--- src/inc/bsscr_pkg.sv ---
// package of offsets, field positions and reset values for the bridge status/control registers
package bsscr_pkg;
  // -----------------------------------------------------------------
  // register byte offsets in configuration space
  // -----------------------------------------------------------------
  localparam logic [7:0] SYS_CTRL_OFS = 8'h80;
  localparam logic [7:0] GEN_STATUS_OFS = 8'h85;
  localparam logic [7:0] GEN_CTRL_OFS = 8'h86;
  // -----------------------------------------------------------------
  // system control low half field positions
  // -----------------------------------------------------------------
  localparam int SC_RING_PME_PIN_SELECT_BIT = 0;
  localparam int SC_KEEP_BIT = 1;
  localparam int SC_VOLT_BIT = 2;
  localparam int SC_CDMA_BIT = 3;
  localparam int SC_PAR_BIT = 4;
  localparam int SC_SUBSYS_BIT = 5;
  localparam int SC_PSAVE_BIT = 6;
  localparam int SC_AUTOPWR_BIT = 7;
  localparam int SC_INTERR_BIT = 8;
  localparam int SC_DDOWN_BIT = 9;
  localparam int SC_DUP_BIT = 10;
  localparam int SC_PSTREAM_BIT = 11;
  localparam int SC_ONE_BIT = 12;
  localparam int SC_ACT_BIT = 13;
  localparam int SC_BURST_BIT = 14;
  // writable bits of the low byte and their reset value (lock bit set)
  localparam logic [7:0] SC_LOW_RESET = 8'h20;
  localparam logic SC_BURST_RESET = 1'b0;
  // -----------------------------------------------------------------
  // general status / control fields
  // -----------------------------------------------------------------
  localparam int GS_BUSY_BIT = 0;
  localparam int GS_ERR_BIT = 1;
  localparam int GS_DET_BIT = 2;
  localparam int GC_ARB_LSB = 0;
  localparam int GC_OFF_BIT = 3;
  localparam logic [1:0] GC_ARB_RESET = 2'h0;
  localparam logic GC_OFF_RESET = 1'b0;
  // arbitration policy codes
  localparam logic [1:0] ARB_HOST_CTRL = 2'h0;
  localparam logic [1:0] ARB_CARDBUS = 2'h1;
  // -----------------------------------------------------------------
  // power-stream sequencer states
  // -----------------------------------------------------------------
  typedef enum logic [3:0] {
    PS_IDLE = 4'b0001,
    PS_STREAM = 4'b0010,
    PS_DELAY_UP = 4'b0100,
    PS_DELAY_DN = 4'b1000
  } bsscr_pwr_state_t;
endpackage

--- src/hdl/bsscr_pwr_seq.sv ---
// power-switch stream and settling delay status tracker
`timescale 1ns/10ps
module bsscr_pwr_seq (
  input wire logic clk_sys_in,
  input wire logic rst_b_in,
  input wire logic pwr_change_req_in,
  input wire logic pwr_up_in,
  input wire logic stream_done_in,
  input wire logic delay_done_in,
  output logic stream_busy_out,
  output logic up_busy_out,
  output logic down_busy_out
);
  bsscr_pkg::bsscr_pwr_state_t state_q;
  // -----------------------------------------------------------------
  // sequencer: stream, then up or down settling delay
  // -----------------------------------------------------------------
  // direction is latched at request so a late change cannot pick the wrong delay
  logic up_q;
  always_ff @(posedge clk_sys_in) begin
    if (!rst_b_in) begin
      state_q <= bsscr_pkg::PS_IDLE;
      up_q <= 1'b0;
    end else begin
      unique case (state_q)
        bsscr_pkg::PS_IDLE: begin
          if (pwr_change_req_in) begin
            state_q <= bsscr_pkg::PS_STREAM;
            up_q <= pwr_up_in;
          end
        end
        bsscr_pkg::PS_STREAM: begin
          if (stream_done_in) begin
            state_q <= up_q ? bsscr_pkg::PS_DELAY_UP : bsscr_pkg::PS_DELAY_DN;
          end
        end
        bsscr_pkg::PS_DELAY_UP,
        bsscr_pkg::PS_DELAY_DN: begin
          if (delay_done_in) begin
            state_q <= bsscr_pkg::PS_IDLE;
          end
        end
        default: state_q <= bsscr_pkg::PS_IDLE;
      endcase
    end
  end
  // busy outputs are registered; one cycle behind the state
  always_ff @(posedge clk_sys_in) begin
    if (!rst_b_in) begin
      stream_busy_out <= 1'b0;
      up_busy_out <= 1'b0;
      down_busy_out <= 1'b0;
    end else begin
      stream_busy_out <= (state_q != bsscr_pkg::PS_IDLE);
      up_busy_out <= (state_q == bsscr_pkg::PS_DELAY_UP);
      down_busy_out <= (state_q == bsscr_pkg::PS_DELAY_DN);
    end
  end
endmodule

--- src/hdl/bsscr_eeprom_stat.sv ---
// serial eeprom presence, error and busy status
`timescale 1ns/10ps
module bsscr_eeprom_stat (
  input wire logic clk_sys_in,
  input wire logic rst_b_in,
  input wire logic scl_in,
  input wire logic load_busy_in,
  input wire logic data_error_in,
  input wire logic err_clear_in,
  output logic present_out,
  output logic error_out,
  output logic busy_out
);
  // -----------------------------------------------------------------
  // presence strap: sampled by the clock while reset is held low
  // -----------------------------------------------------------------
  // last sample during reset stands after release
  always_ff @(posedge clk_sys_in) begin
    if (!rst_b_in) begin
      present_out <= scl_in;
    end
  end
  // sticky error; a new error wins over a write-one clear
  always_ff @(posedge clk_sys_in) begin
    if (!rst_b_in) begin
      error_out <= 1'b0;
    end else if (data_error_in) begin
      error_out <= 1'b1;
    end else if (err_clear_in) begin
      error_out <= 1'b0;
    end
  end
  // busy follows the loader, registered
  always_ff @(posedge clk_sys_in) begin
    if (!rst_b_in) begin
      busy_out <= 1'b0;
    end else begin
      busy_out <= load_busy_in;
    end
  end
endmodule

--- src/hdl/bsscr_regs.sv ---
// configuration-space system control, general status and general control registers
// Functional notes
// - upstream read burst only when bit 14 set
// - activity flag sets on card access, read clears
// - bit 12 always reads one
// - stream busy until stream and delay done
// - power-up delay busy after up stream
// - power-down delay busy after down stream
// - bit 8 mirrors interrogation in progress
// - bit 7 gates legacy auto power switch
// - idle stopped cardbus card stops state clock
// - bit 5 locks subsystem id registers
// - bit 4 routes cardbus parity to serr
// - dma enabled only with bit and pins
// - legacy mode bit 2 picks 3.3/5 volts
// - bit 1 forbids clock stop via clkrun
// - bit 0 chooses ring/pme pin muxing
// - eeprom present if scl high in reset
// - eeprom error sticky, write one clears
// - eeprom busy while loading subsystem id
// - general status bits 7-3 read zero
// - bit 3 disables 1394 host controller
// - bits 1-0 pick arbitration policy
// - general control 7-4 and 2 zero
`timescale 1ns/10ps
module bsscr_regs (
  input wire logic clk_sys_in,
  input wire logic rst_b_in,
  // configuration access, byte address of the dword plus byte enables
  input wire logic cfg_wr_in,
  input wire logic cfg_rd_in,
  input wire logic [7:0] cfg_addr_in,
  input wire logic [3:0] cfg_be_in,
  input wire logic [31:0] cfg_wdata_in,
  output logic [31:0] cfg_rdata_out,
  output logic cfg_rvalid_out,
  // status sources
  input wire logic card_access_in,
  input wire logic interrogating_in,
  input wire logic pwr_change_req_in,
  input wire logic pwr_up_in,
  input wire logic stream_done_in,
  input wire logic delay_done_in,
  input wire logic scl_in,
  input wire logic eeprom_load_in,
  input wire logic eeprom_data_err_in,
  // conditions for the controls
  input wire logic cb_card_idle_in,
  input wire logic cb_clk_stopped_in,
  input wire logic mfunc_dma_cfg_in,
  input wire logic legacy_mode_in,
  input wire logic cb_parity_err_in,
  input wire logic ring_req_in,
  input wire logic pme_req_in,
  input wire logic clkrun_stop_req_in,
  // controls driven to the rest of the bridge
  output logic upstream_read_burst_en_out,
  output logic auto_power_switch_en_out,
  output logic cb_state_clk_en_out,
  output logic subsystem_id_write_lock_out,
  output logic serr_req_out,
  output logic central_dma_en_out,
  output logic legacy_5v_sel_out,
  output logic clkrun_stop_allow_out,
  output logic ring_pme_pin_out,
  output logic host_ctrl_function_off_out,
  output logic [1:0] bus_arbitration_policy_out
);
  // -----------------------------------------------------------------
  // storage
  // -----------------------------------------------------------------
  logic [7:0] sc_low_q;
  logic burst_q;
  logic activity_q;
  logic interr_q;
  logic [1:0] arb_q;
  logic off_q;
  logic stream_busy;
  logic up_busy;
  logic down_busy;
  logic ee_present;
  logic ee_error;
  logic ee_busy;
  logic sc_hit;
  logic gs_hit;
  logic err_clear;
  logic act_read;

  assign sc_hit = (cfg_addr_in == bsscr_pkg::SYS_CTRL_OFS);
  // status and control byte share the dword at 84h
  assign gs_hit = (cfg_addr_in == (bsscr_pkg::GEN_STATUS_OFS & 8'hfc));
  // write one to the error bit clears it; only byte lane 1 reaches it
  assign err_clear = cfg_wr_in && gs_hit && cfg_be_in[1]
                     && cfg_wdata_in[8 + bsscr_pkg::GS_ERR_BIT];
  // a read of lane 1 of system control consumes the activity flag
  assign act_read = cfg_rd_in && sc_hit && cfg_be_in[1];

  // -----------------------------------------------------------------
  // helpers
  // -----------------------------------------------------------------
  bsscr_pwr_seq u_pwr_seq (
    .clk_sys_in(clk_sys_in),
    .rst_b_in(rst_b_in),
    .pwr_change_req_in(pwr_change_req_in),
    .pwr_up_in(pwr_up_in),
    .stream_done_in(stream_done_in),
    .delay_done_in(delay_done_in),
    .stream_busy_out(stream_busy),
    .up_busy_out(up_busy),
    .down_busy_out(down_busy)
  );

  bsscr_eeprom_stat u_eeprom (
    .clk_sys_in(clk_sys_in),
    .rst_b_in(rst_b_in),
    .scl_in(scl_in),
    .load_busy_in(eeprom_load_in),
    .data_error_in(eeprom_data_err_in),
    .err_clear_in(err_clear),
    .present_out(ee_present),
    .error_out(ee_error),
    .busy_out(ee_busy)
  );

  // -----------------------------------------------------------------
  // writable system control bits
  // -----------------------------------------------------------------
  // only lane 0 and bit 14 are writable; status bits ignore writes
  always_ff @(posedge clk_sys_in) begin
    if (!rst_b_in) begin
      sc_low_q <= bsscr_pkg::SC_LOW_RESET;
      burst_q <= bsscr_pkg::SC_BURST_RESET;
    end else if (cfg_wr_in && sc_hit) begin
      if (cfg_be_in[0]) begin
        sc_low_q <= cfg_wdata_in[7:0];
      end
      if (cfg_be_in[1]) begin
        burst_q <= cfg_wdata_in[bsscr_pkg::SC_BURST_BIT];
      end
    end
  end

  // activity is sticky; a new access wins over the clearing read
  always_ff @(posedge clk_sys_in) begin
    if (!rst_b_in) begin
      activity_q <= 1'b0;
    end else if (card_access_in) begin
      activity_q <= 1'b1;
    end else if (act_read) begin
      activity_q <= 1'b0;
    end
  end

  // interrogation status registered from the socket logic
  always_ff @(posedge clk_sys_in) begin
    if (!rst_b_in) begin
      interr_q <= 1'b0;
    end else begin
      interr_q <= interrogating_in;
    end
  end

  // -----------------------------------------------------------------
  // general control byte (lane 2 of dword 84h)
  // -----------------------------------------------------------------
  always_ff @(posedge clk_sys_in) begin
    if (!rst_b_in) begin
      arb_q <= bsscr_pkg::GC_ARB_RESET;
      off_q <= bsscr_pkg::GC_OFF_RESET;
    end else if (cfg_wr_in && gs_hit && cfg_be_in[2]) begin
      arb_q <= cfg_wdata_in[16 + bsscr_pkg::GC_ARB_LSB +: 2];
      off_q <= cfg_wdata_in[16 + bsscr_pkg::GC_OFF_BIT];
    end
  end

  // -----------------------------------------------------------------
  // read data, one cycle after the read strobe
  // -----------------------------------------------------------------
  // unmapped dwords read zero; the sampled value predates any clear
  always_ff @(posedge clk_sys_in) begin
    if (!rst_b_in) begin
      cfg_rdata_out <= 32'h0000_0000;
      cfg_rvalid_out <= 1'b0;
    end else begin
      cfg_rvalid_out <= cfg_rd_in;
      if (cfg_rd_in && sc_hit) begin
        cfg_rdata_out <= {17'h0_0000, burst_q, activity_q,
                          1'b1,
                          stream_busy, up_busy, down_busy, interr_q, sc_low_q};
      end else if (cfg_rd_in && gs_hit) begin
        cfg_rdata_out <= {8'h00,
                          4'h0, off_q, 1'b0, arb_q,
                          5'h00, ee_present, ee_error, ee_busy,
                          8'h00};
      end else if (cfg_rd_in) begin
        cfg_rdata_out <= 32'h0000_0000;
      end
    end
  end

  // -----------------------------------------------------------------
  // control outputs, all registered
  // -----------------------------------------------------------------
  always_ff @(posedge clk_sys_in) begin
    if (!rst_b_in) begin
      upstream_read_burst_en_out <= 1'b0;
      auto_power_switch_en_out <= 1'b0;
      cb_state_clk_en_out <= 1'b1;
      subsystem_id_write_lock_out <= 1'b1;
      serr_req_out <= 1'b0;
      central_dma_en_out <= 1'b0;
      legacy_5v_sel_out <= 1'b0;
      clkrun_stop_allow_out <= 1'b0;
      ring_pme_pin_out <= 1'b0;
      host_ctrl_function_off_out <= 1'b0;
      bus_arbitration_policy_out <= bsscr_pkg::GC_ARB_RESET;
    end else begin
      upstream_read_burst_en_out <= burst_q;
      auto_power_switch_en_out <= sc_low_q[bsscr_pkg::SC_AUTOPWR_BIT];
      // gating only while idle and clockless, so a waking card is never missed
      cb_state_clk_en_out <= !(sc_low_q[bsscr_pkg::SC_PSAVE_BIT]
                               && cb_card_idle_in && cb_clk_stopped_in);
      subsystem_id_write_lock_out <= sc_low_q[bsscr_pkg::SC_SUBSYS_BIT];
      serr_req_out <= sc_low_q[bsscr_pkg::SC_PAR_BIT] && cb_parity_err_in;
      central_dma_en_out <= sc_low_q[bsscr_pkg::SC_CDMA_BIT]
                            && mfunc_dma_cfg_in;
      // outside legacy mode the voltage select is held at 3.3 V
      legacy_5v_sel_out <= legacy_mode_in && sc_low_q[bsscr_pkg::SC_VOLT_BIT];
      clkrun_stop_allow_out <= clkrun_stop_req_in
                               && !sc_low_q[bsscr_pkg::SC_KEEP_BIT];
      // bit 0 clear or-s ring with pme onto the pin; bit 0 set drives the pin from pme alone
      if (sc_low_q[bsscr_pkg::SC_RING_PME_PIN_SELECT_BIT]) begin
        ring_pme_pin_out <= pme_req_in;
      end else begin
        ring_pme_pin_out <= ring_req_in || pme_req_in;
      end
      host_ctrl_function_off_out <= off_q;
      bus_arbitration_policy_out <= arb_q;
    end
  end
endmodule

--- config.mk ---
export PLATFORM = sky130hd
export DESIGN_NAME = bsscr_regs
export DESIGN_NICKNAME = d
export VERILOG_FILES = /design/src/inc/bsscr_pkg.sv /design/src/hdl/bsscr_pwr_seq.sv /design/src/hdl/bsscr_eeprom_stat.sv /design/src/hdl/bsscr_regs.sv
export SDC_FILE = /design/constraint.sdc
export NUM_CORES = 1
export LEC_CHECK = 0
export ABC_CLOCK_PERIOD_IN_PS = 3050
export BUFFER_PORTS_ARGS = -buffer_cell sky130_fd_sc_hd__buf_2
export CORE_UTILIZATION = 48
export DETAILED_ROUTE_END_ITERATION = 16
export PLACE_DENSITY_LB_ADDON = 0.12
export SETUP_SLACK_MARGIN = 0.1
export SYNTH_ARGS = -nofsm -noshare
export SYNTH_HDL_FRONTEND = slang
export SYNTH_SLANG_ARGS = --single-unit
--- constraint.sdc ---
create_clock -name clk_sys_in -period 3.05 [get_ports clk_sys_in]
set_input_delay 0.305 -clock clk_sys_in [delete_from_list [all_inputs] [get_ports clk_sys_in]]
set_output_delay 0.305 -clock clk_sys_in [all_outputs]
set_load 0.03 [all_outputs]
==> summary.md <==
| Metric | Value |
|---|---|
| Worst setup skew after layout | roughly 0.0064 ns |
| DRC marker count from the first detailed-route iteration | 58 |
| Met3 layer usage reported by global route | 5.41% |
| Area delta synth->final | 21.0% |
| Most common flop cell mapped by yosys | sky130_fd_sc_hd__dfxtp_1 |
| DRC violation count after routing | 0 |
| Area after DPL | between 2000 and 3000 µm² |
| Max-Cap Viols | 0 |
| Kind of end point of the critical path | flip-flop |
| Crit start category | input pin |
| Post-synthesis simple-gate area fraction | between 20% and 30% |
| Final clock period utilization by the worst path | a little under three fifths |
| Wire length of the first global-routing pass | between 7000 and 8000 µm |
| Count of warnings emitted by yosys | 0 |
| Total wire length after detailed routing | approximately 4300 µm |
| TritonCTS clock tree | yes |
| Met1 Use GR | a little under a quarter |
| Synthesized area per cell | about 9.8 µm² |
| Count of hold buffers inserted by post-cts repair | 0 |
| Xor and xnor fraction of the mapped netlist area | 0% |
| Worst-path maximum fanout | 8 |
| Initial antenna violation count | 0 |
| Cell area power density | approximately 490 nW/µm² |
| Worst slack, placed | around 1 ns |
| Via-to-Cell Ratio | 4.94 |
| Max Root-Sink Buffers | 2 |
| Class of the tightest hold or removal check | in2reg |
| Vias in the first global route | approximately 1500 |
| Compound-gate portion of the synthesized area | around a tenth |
| Async SR Flop Fraction | 0% |
| Placer Congestion | about 0.79 |
| Synthesis-stage register bit count | 56 |
| Sinks on the clock net | 56 |
| PnR worst setup slack | between 1 and 1.5 ns |
| Final setup fails | 0 |
| Core area | between 4000 and 5000 µm² |
| Post-route minimum period | 1.68 ns |
| Total Neg Setup Slack | 0 ns |
| Boundary pin count | 110 |
| Fraction of final layout cells sized beyond drive strength 1 | a little under a third |
| IR Drop Worst-Case VDD | roughly 0.21 mV |
| Status | complete, no violations |
| Fraction of synthesized area in multiplexers | roughly 7.2% |
| Initial Utilization | 49.9% |
| Fraction of the yosys area taken by sequential cells | around 52% |
| Quantity of gates resized following cts | 0 |
| Via count of the routed design | around 1700 |
| Final net count | roughly 360 |
| Worst skew pair latency | 0.31 ns |
| Number of buffers inserted during clock tree synthesis | 5 |
| Library cell occupying the most area in the post-synthesis netlist | sky130_fd_sc_hd__dfxtp_1 |
| Routed wirelength normalized by instance count | 12.4 µm |
| Fill cell count | 410 |
| CTS root buffer | sky130_fd_sc_hd__clkbuf_8 |
| Antenna cells | 0 |
| Timing-limited maximum frequency | just under 0.6 GHz |
| Largest family of logic cells by synthesized area | simple AND/OR/NAND/NOR gates |
| Number of enable flip-flop cells after synthesis | 1 |
| Slew Limit Headroom | about 40% |
| Maximum level of the CTS H-tree | 2 |
| Arrival time at the worst endpoint | ~1.9 ns |
| Adder-cell share of the synthesized area | 0% |
| Pin count of the biggest net entering global routing | 28 |
| Remaining global-route overflow | 0 |
| Global router's overall resource usage | roughly a fifth |
| Cell Area, Synth | 2160 µm² |
| Top cells by area, synth | sky130_fd_sc_hd__dfxtp_1 (51%), sky130_fd_sc_hd__mux2i_1 (6.5%), sky130_fd_sc_hd__nand2_1 (5.0%) |
| Fin area | between 2000 and 3000 µm² |
| Row cnt | 24 |
| Leakage power summed over all cells | roughly 1.2 nW |
| Req. time, crit path | between 3 and 4 ns |
| Hold slack | 0.172 ns |
| Yosys cell types | 40 |
| Post-layout util | around 60% |
| Most heavily used metal layer in global routing | met2 |
| Final Slew Violations | 0 |
| Classification of the worst setup path | in2reg |
| Die area | between 4000 and 5000 µm² |
| Cell count after synthesis | around 220 |
| Hold Fails Final Rpt | 0 |
| Global routing met2 resource utilization | 30.5% |
| Final HPWL DP | just over 3000 µm |
| First-pass iteration count of the detailed router | 4 |
| Post-CTS Setup Repair Bufs | 0 |
| Fraction of post-synthesis cell area in the top cell type by area | 51.1% |
| Number of buffer cells added on primary ports | 75 |
| Routed Antenna Nets | 0 |
| Transition time of the tightest slew-check pin | ~0.9 ns |
| Width of the die | 69.0 µm |
| Unrepaired setup endpoints after global routing | false |
| Height of the die | 69.0 µm |
| Clock transition at the register clock pins on the worst setup and hold paths after CTS | approximately 0.09 ns |
-- stage by stage --
step	power [mW]	instances
final	1.28	346
after global routing	1.33	346
after CTS	1.30	346
after detailed placement	0.880	338
after global placement	0.879	338
after floorplan	0.850	234
-- kinds of logic after synthesis --
group / Yosys count
and+or+nand+nor: 83
DFF: 56
buffers and inverters: 35
AOI/OAI and AO/OA: 31
muxes: 15
other: 1
-- cells in the mapped netlist, types with 2 or more instances --
cell type,number
sky130_fd_sc_hd__nand4_1,9
sky130_fd_sc_hd__mux2i_1,14
sky130_fd_sc_hd__nor4_1,3
sky130_fd_sc_hd__clkbuf_1,10
sky130_fd_sc_hd__nand3_1,2
sky130_fd_sc_hd__nor4b_1,2
sky130_fd_sc_hd__inv_1,9
sky130_fd_sc_hd__nand2_1,29
sky130_fd_sc_hd__a21oi_1,10
sky130_fd_sc_hd__and3_1,4
sky130_fd_sc_hd__o21ai_0,5
sky130_fd_sc_hd__nor2b_1,3
sky130_fd_sc_hd__buf_4,14
sky130_fd_sc_hd__dfxtp_1,55
sky130_fd_sc_hd__nor2_1,7
sky130_fd_sc_hd__a22o_1,9
sky130_fd_sc_hd__nand2b_1,11
sky130_fd_sc_hd__and2_1,3
-- registers in the layout, indices dropped and copies added, names as in the netlist, 2 cells and up --
register	cells
cfg_rdata_out	18
sc_low_q	8
bus_arbitration_policy_out	2
u_pwr_seq.state_q	4
arb_q	2
-- layout by cell type (no fill, tap or decap), types with 2 or more instances in the layout --
cell type,n
sky130_fd_sc_hd__conb_1,14
sky130_fd_sc_hd__nor2_1,7
sky130_fd_sc_hd__and3_1,4
sky130_fd_sc_hd__nand3_1,2
sky130_fd_sc_hd__inv_1,9
sky130_fd_sc_hd__buf_2,75
sky130_fd_sc_hd__o21ai_0,5
sky130_fd_sc_hd__nor2b_1,3
sky130_fd_sc_hd__and2_1,3
sky130_fd_sc_hd__nand4_1,9
sky130_fd_sc_hd__nand2b_1,11
sky130_fd_sc_hd__a22o_1,9
sky130_fd_sc_hd__nor4_1,3
sky130_fd_sc_hd__nand2_1,29
sky130_fd_sc_hd__buf_4,3
sky130_fd_sc_hd__dfxtp_1,55
sky130_fd_sc_hd__a21oi_1,10
sky130_fd_sc_hd__clkbuf_8,6
sky130_fd_sc_hd__mux2i_1,14
-- path summary, 6_finish.rpt --
check,from,to,slack (ns),cells after the start
worst max register to register,u_pwr_seq.state_q[0]$_SDFFE_PN1P_,u_pwr_seq.state_q[0]$_SDFFE_PN1P_,1.69,3
worst min register to register,sc_low_q[6]$_SDFFE_PN0P_,cb_state_clk_en_out$_SDFF_PN1_,0.44,1
worst min-delay path,scl_in,u_eeprom.present_out$_DFFE_PN_,0.17,1
worst max-delay path,cfg_addr_in[5],sc_low_q[5]$_SDFFE_PN1P_,1.37,4
-- critical path, stage by stage --
cell	delay, ns
sky130_fd_sc_hd__buf_2	0.11
sky130_fd_sc_hd__or4b_1	0.60
sky130_fd_sc_hd__nor3_4	0.53
sky130_fd_sc_hd__mux2_4	0.34
-- report_power, final --
| group | switching, mW | internal (mW) | total [mW] |
|---|---|---|---|
| Clock | 0.230 | 0.186 | 0.416 |
| Sequential | 0.00690 | 0.744 | 0.750 |
| Combinational | 0.0711 | 0.0409 | 0.112 |
| Total | 0.308 | 0.970 | 1.28 |
-- layer usage --
layer	routed length [µm]	up-vias
li1	-	876
met1	1990	775
met2	1990	54
met3	238	5
met4	61	0
met5	0	-
-- layout make-up --
class	instances	area [µm²]	share of cell area (%)
clock buffer	7	86.3	3.31
clock inverter	1	6.26	0.240
inverter	9	33.8	1.30
multi-input combinational	143	887	34.0
sequential	56	1130	43.4
tap	52	65.1	2.50
timing repair buffer	78	398	15.3
Note: power is estimated with default switching activity, not from simulation.
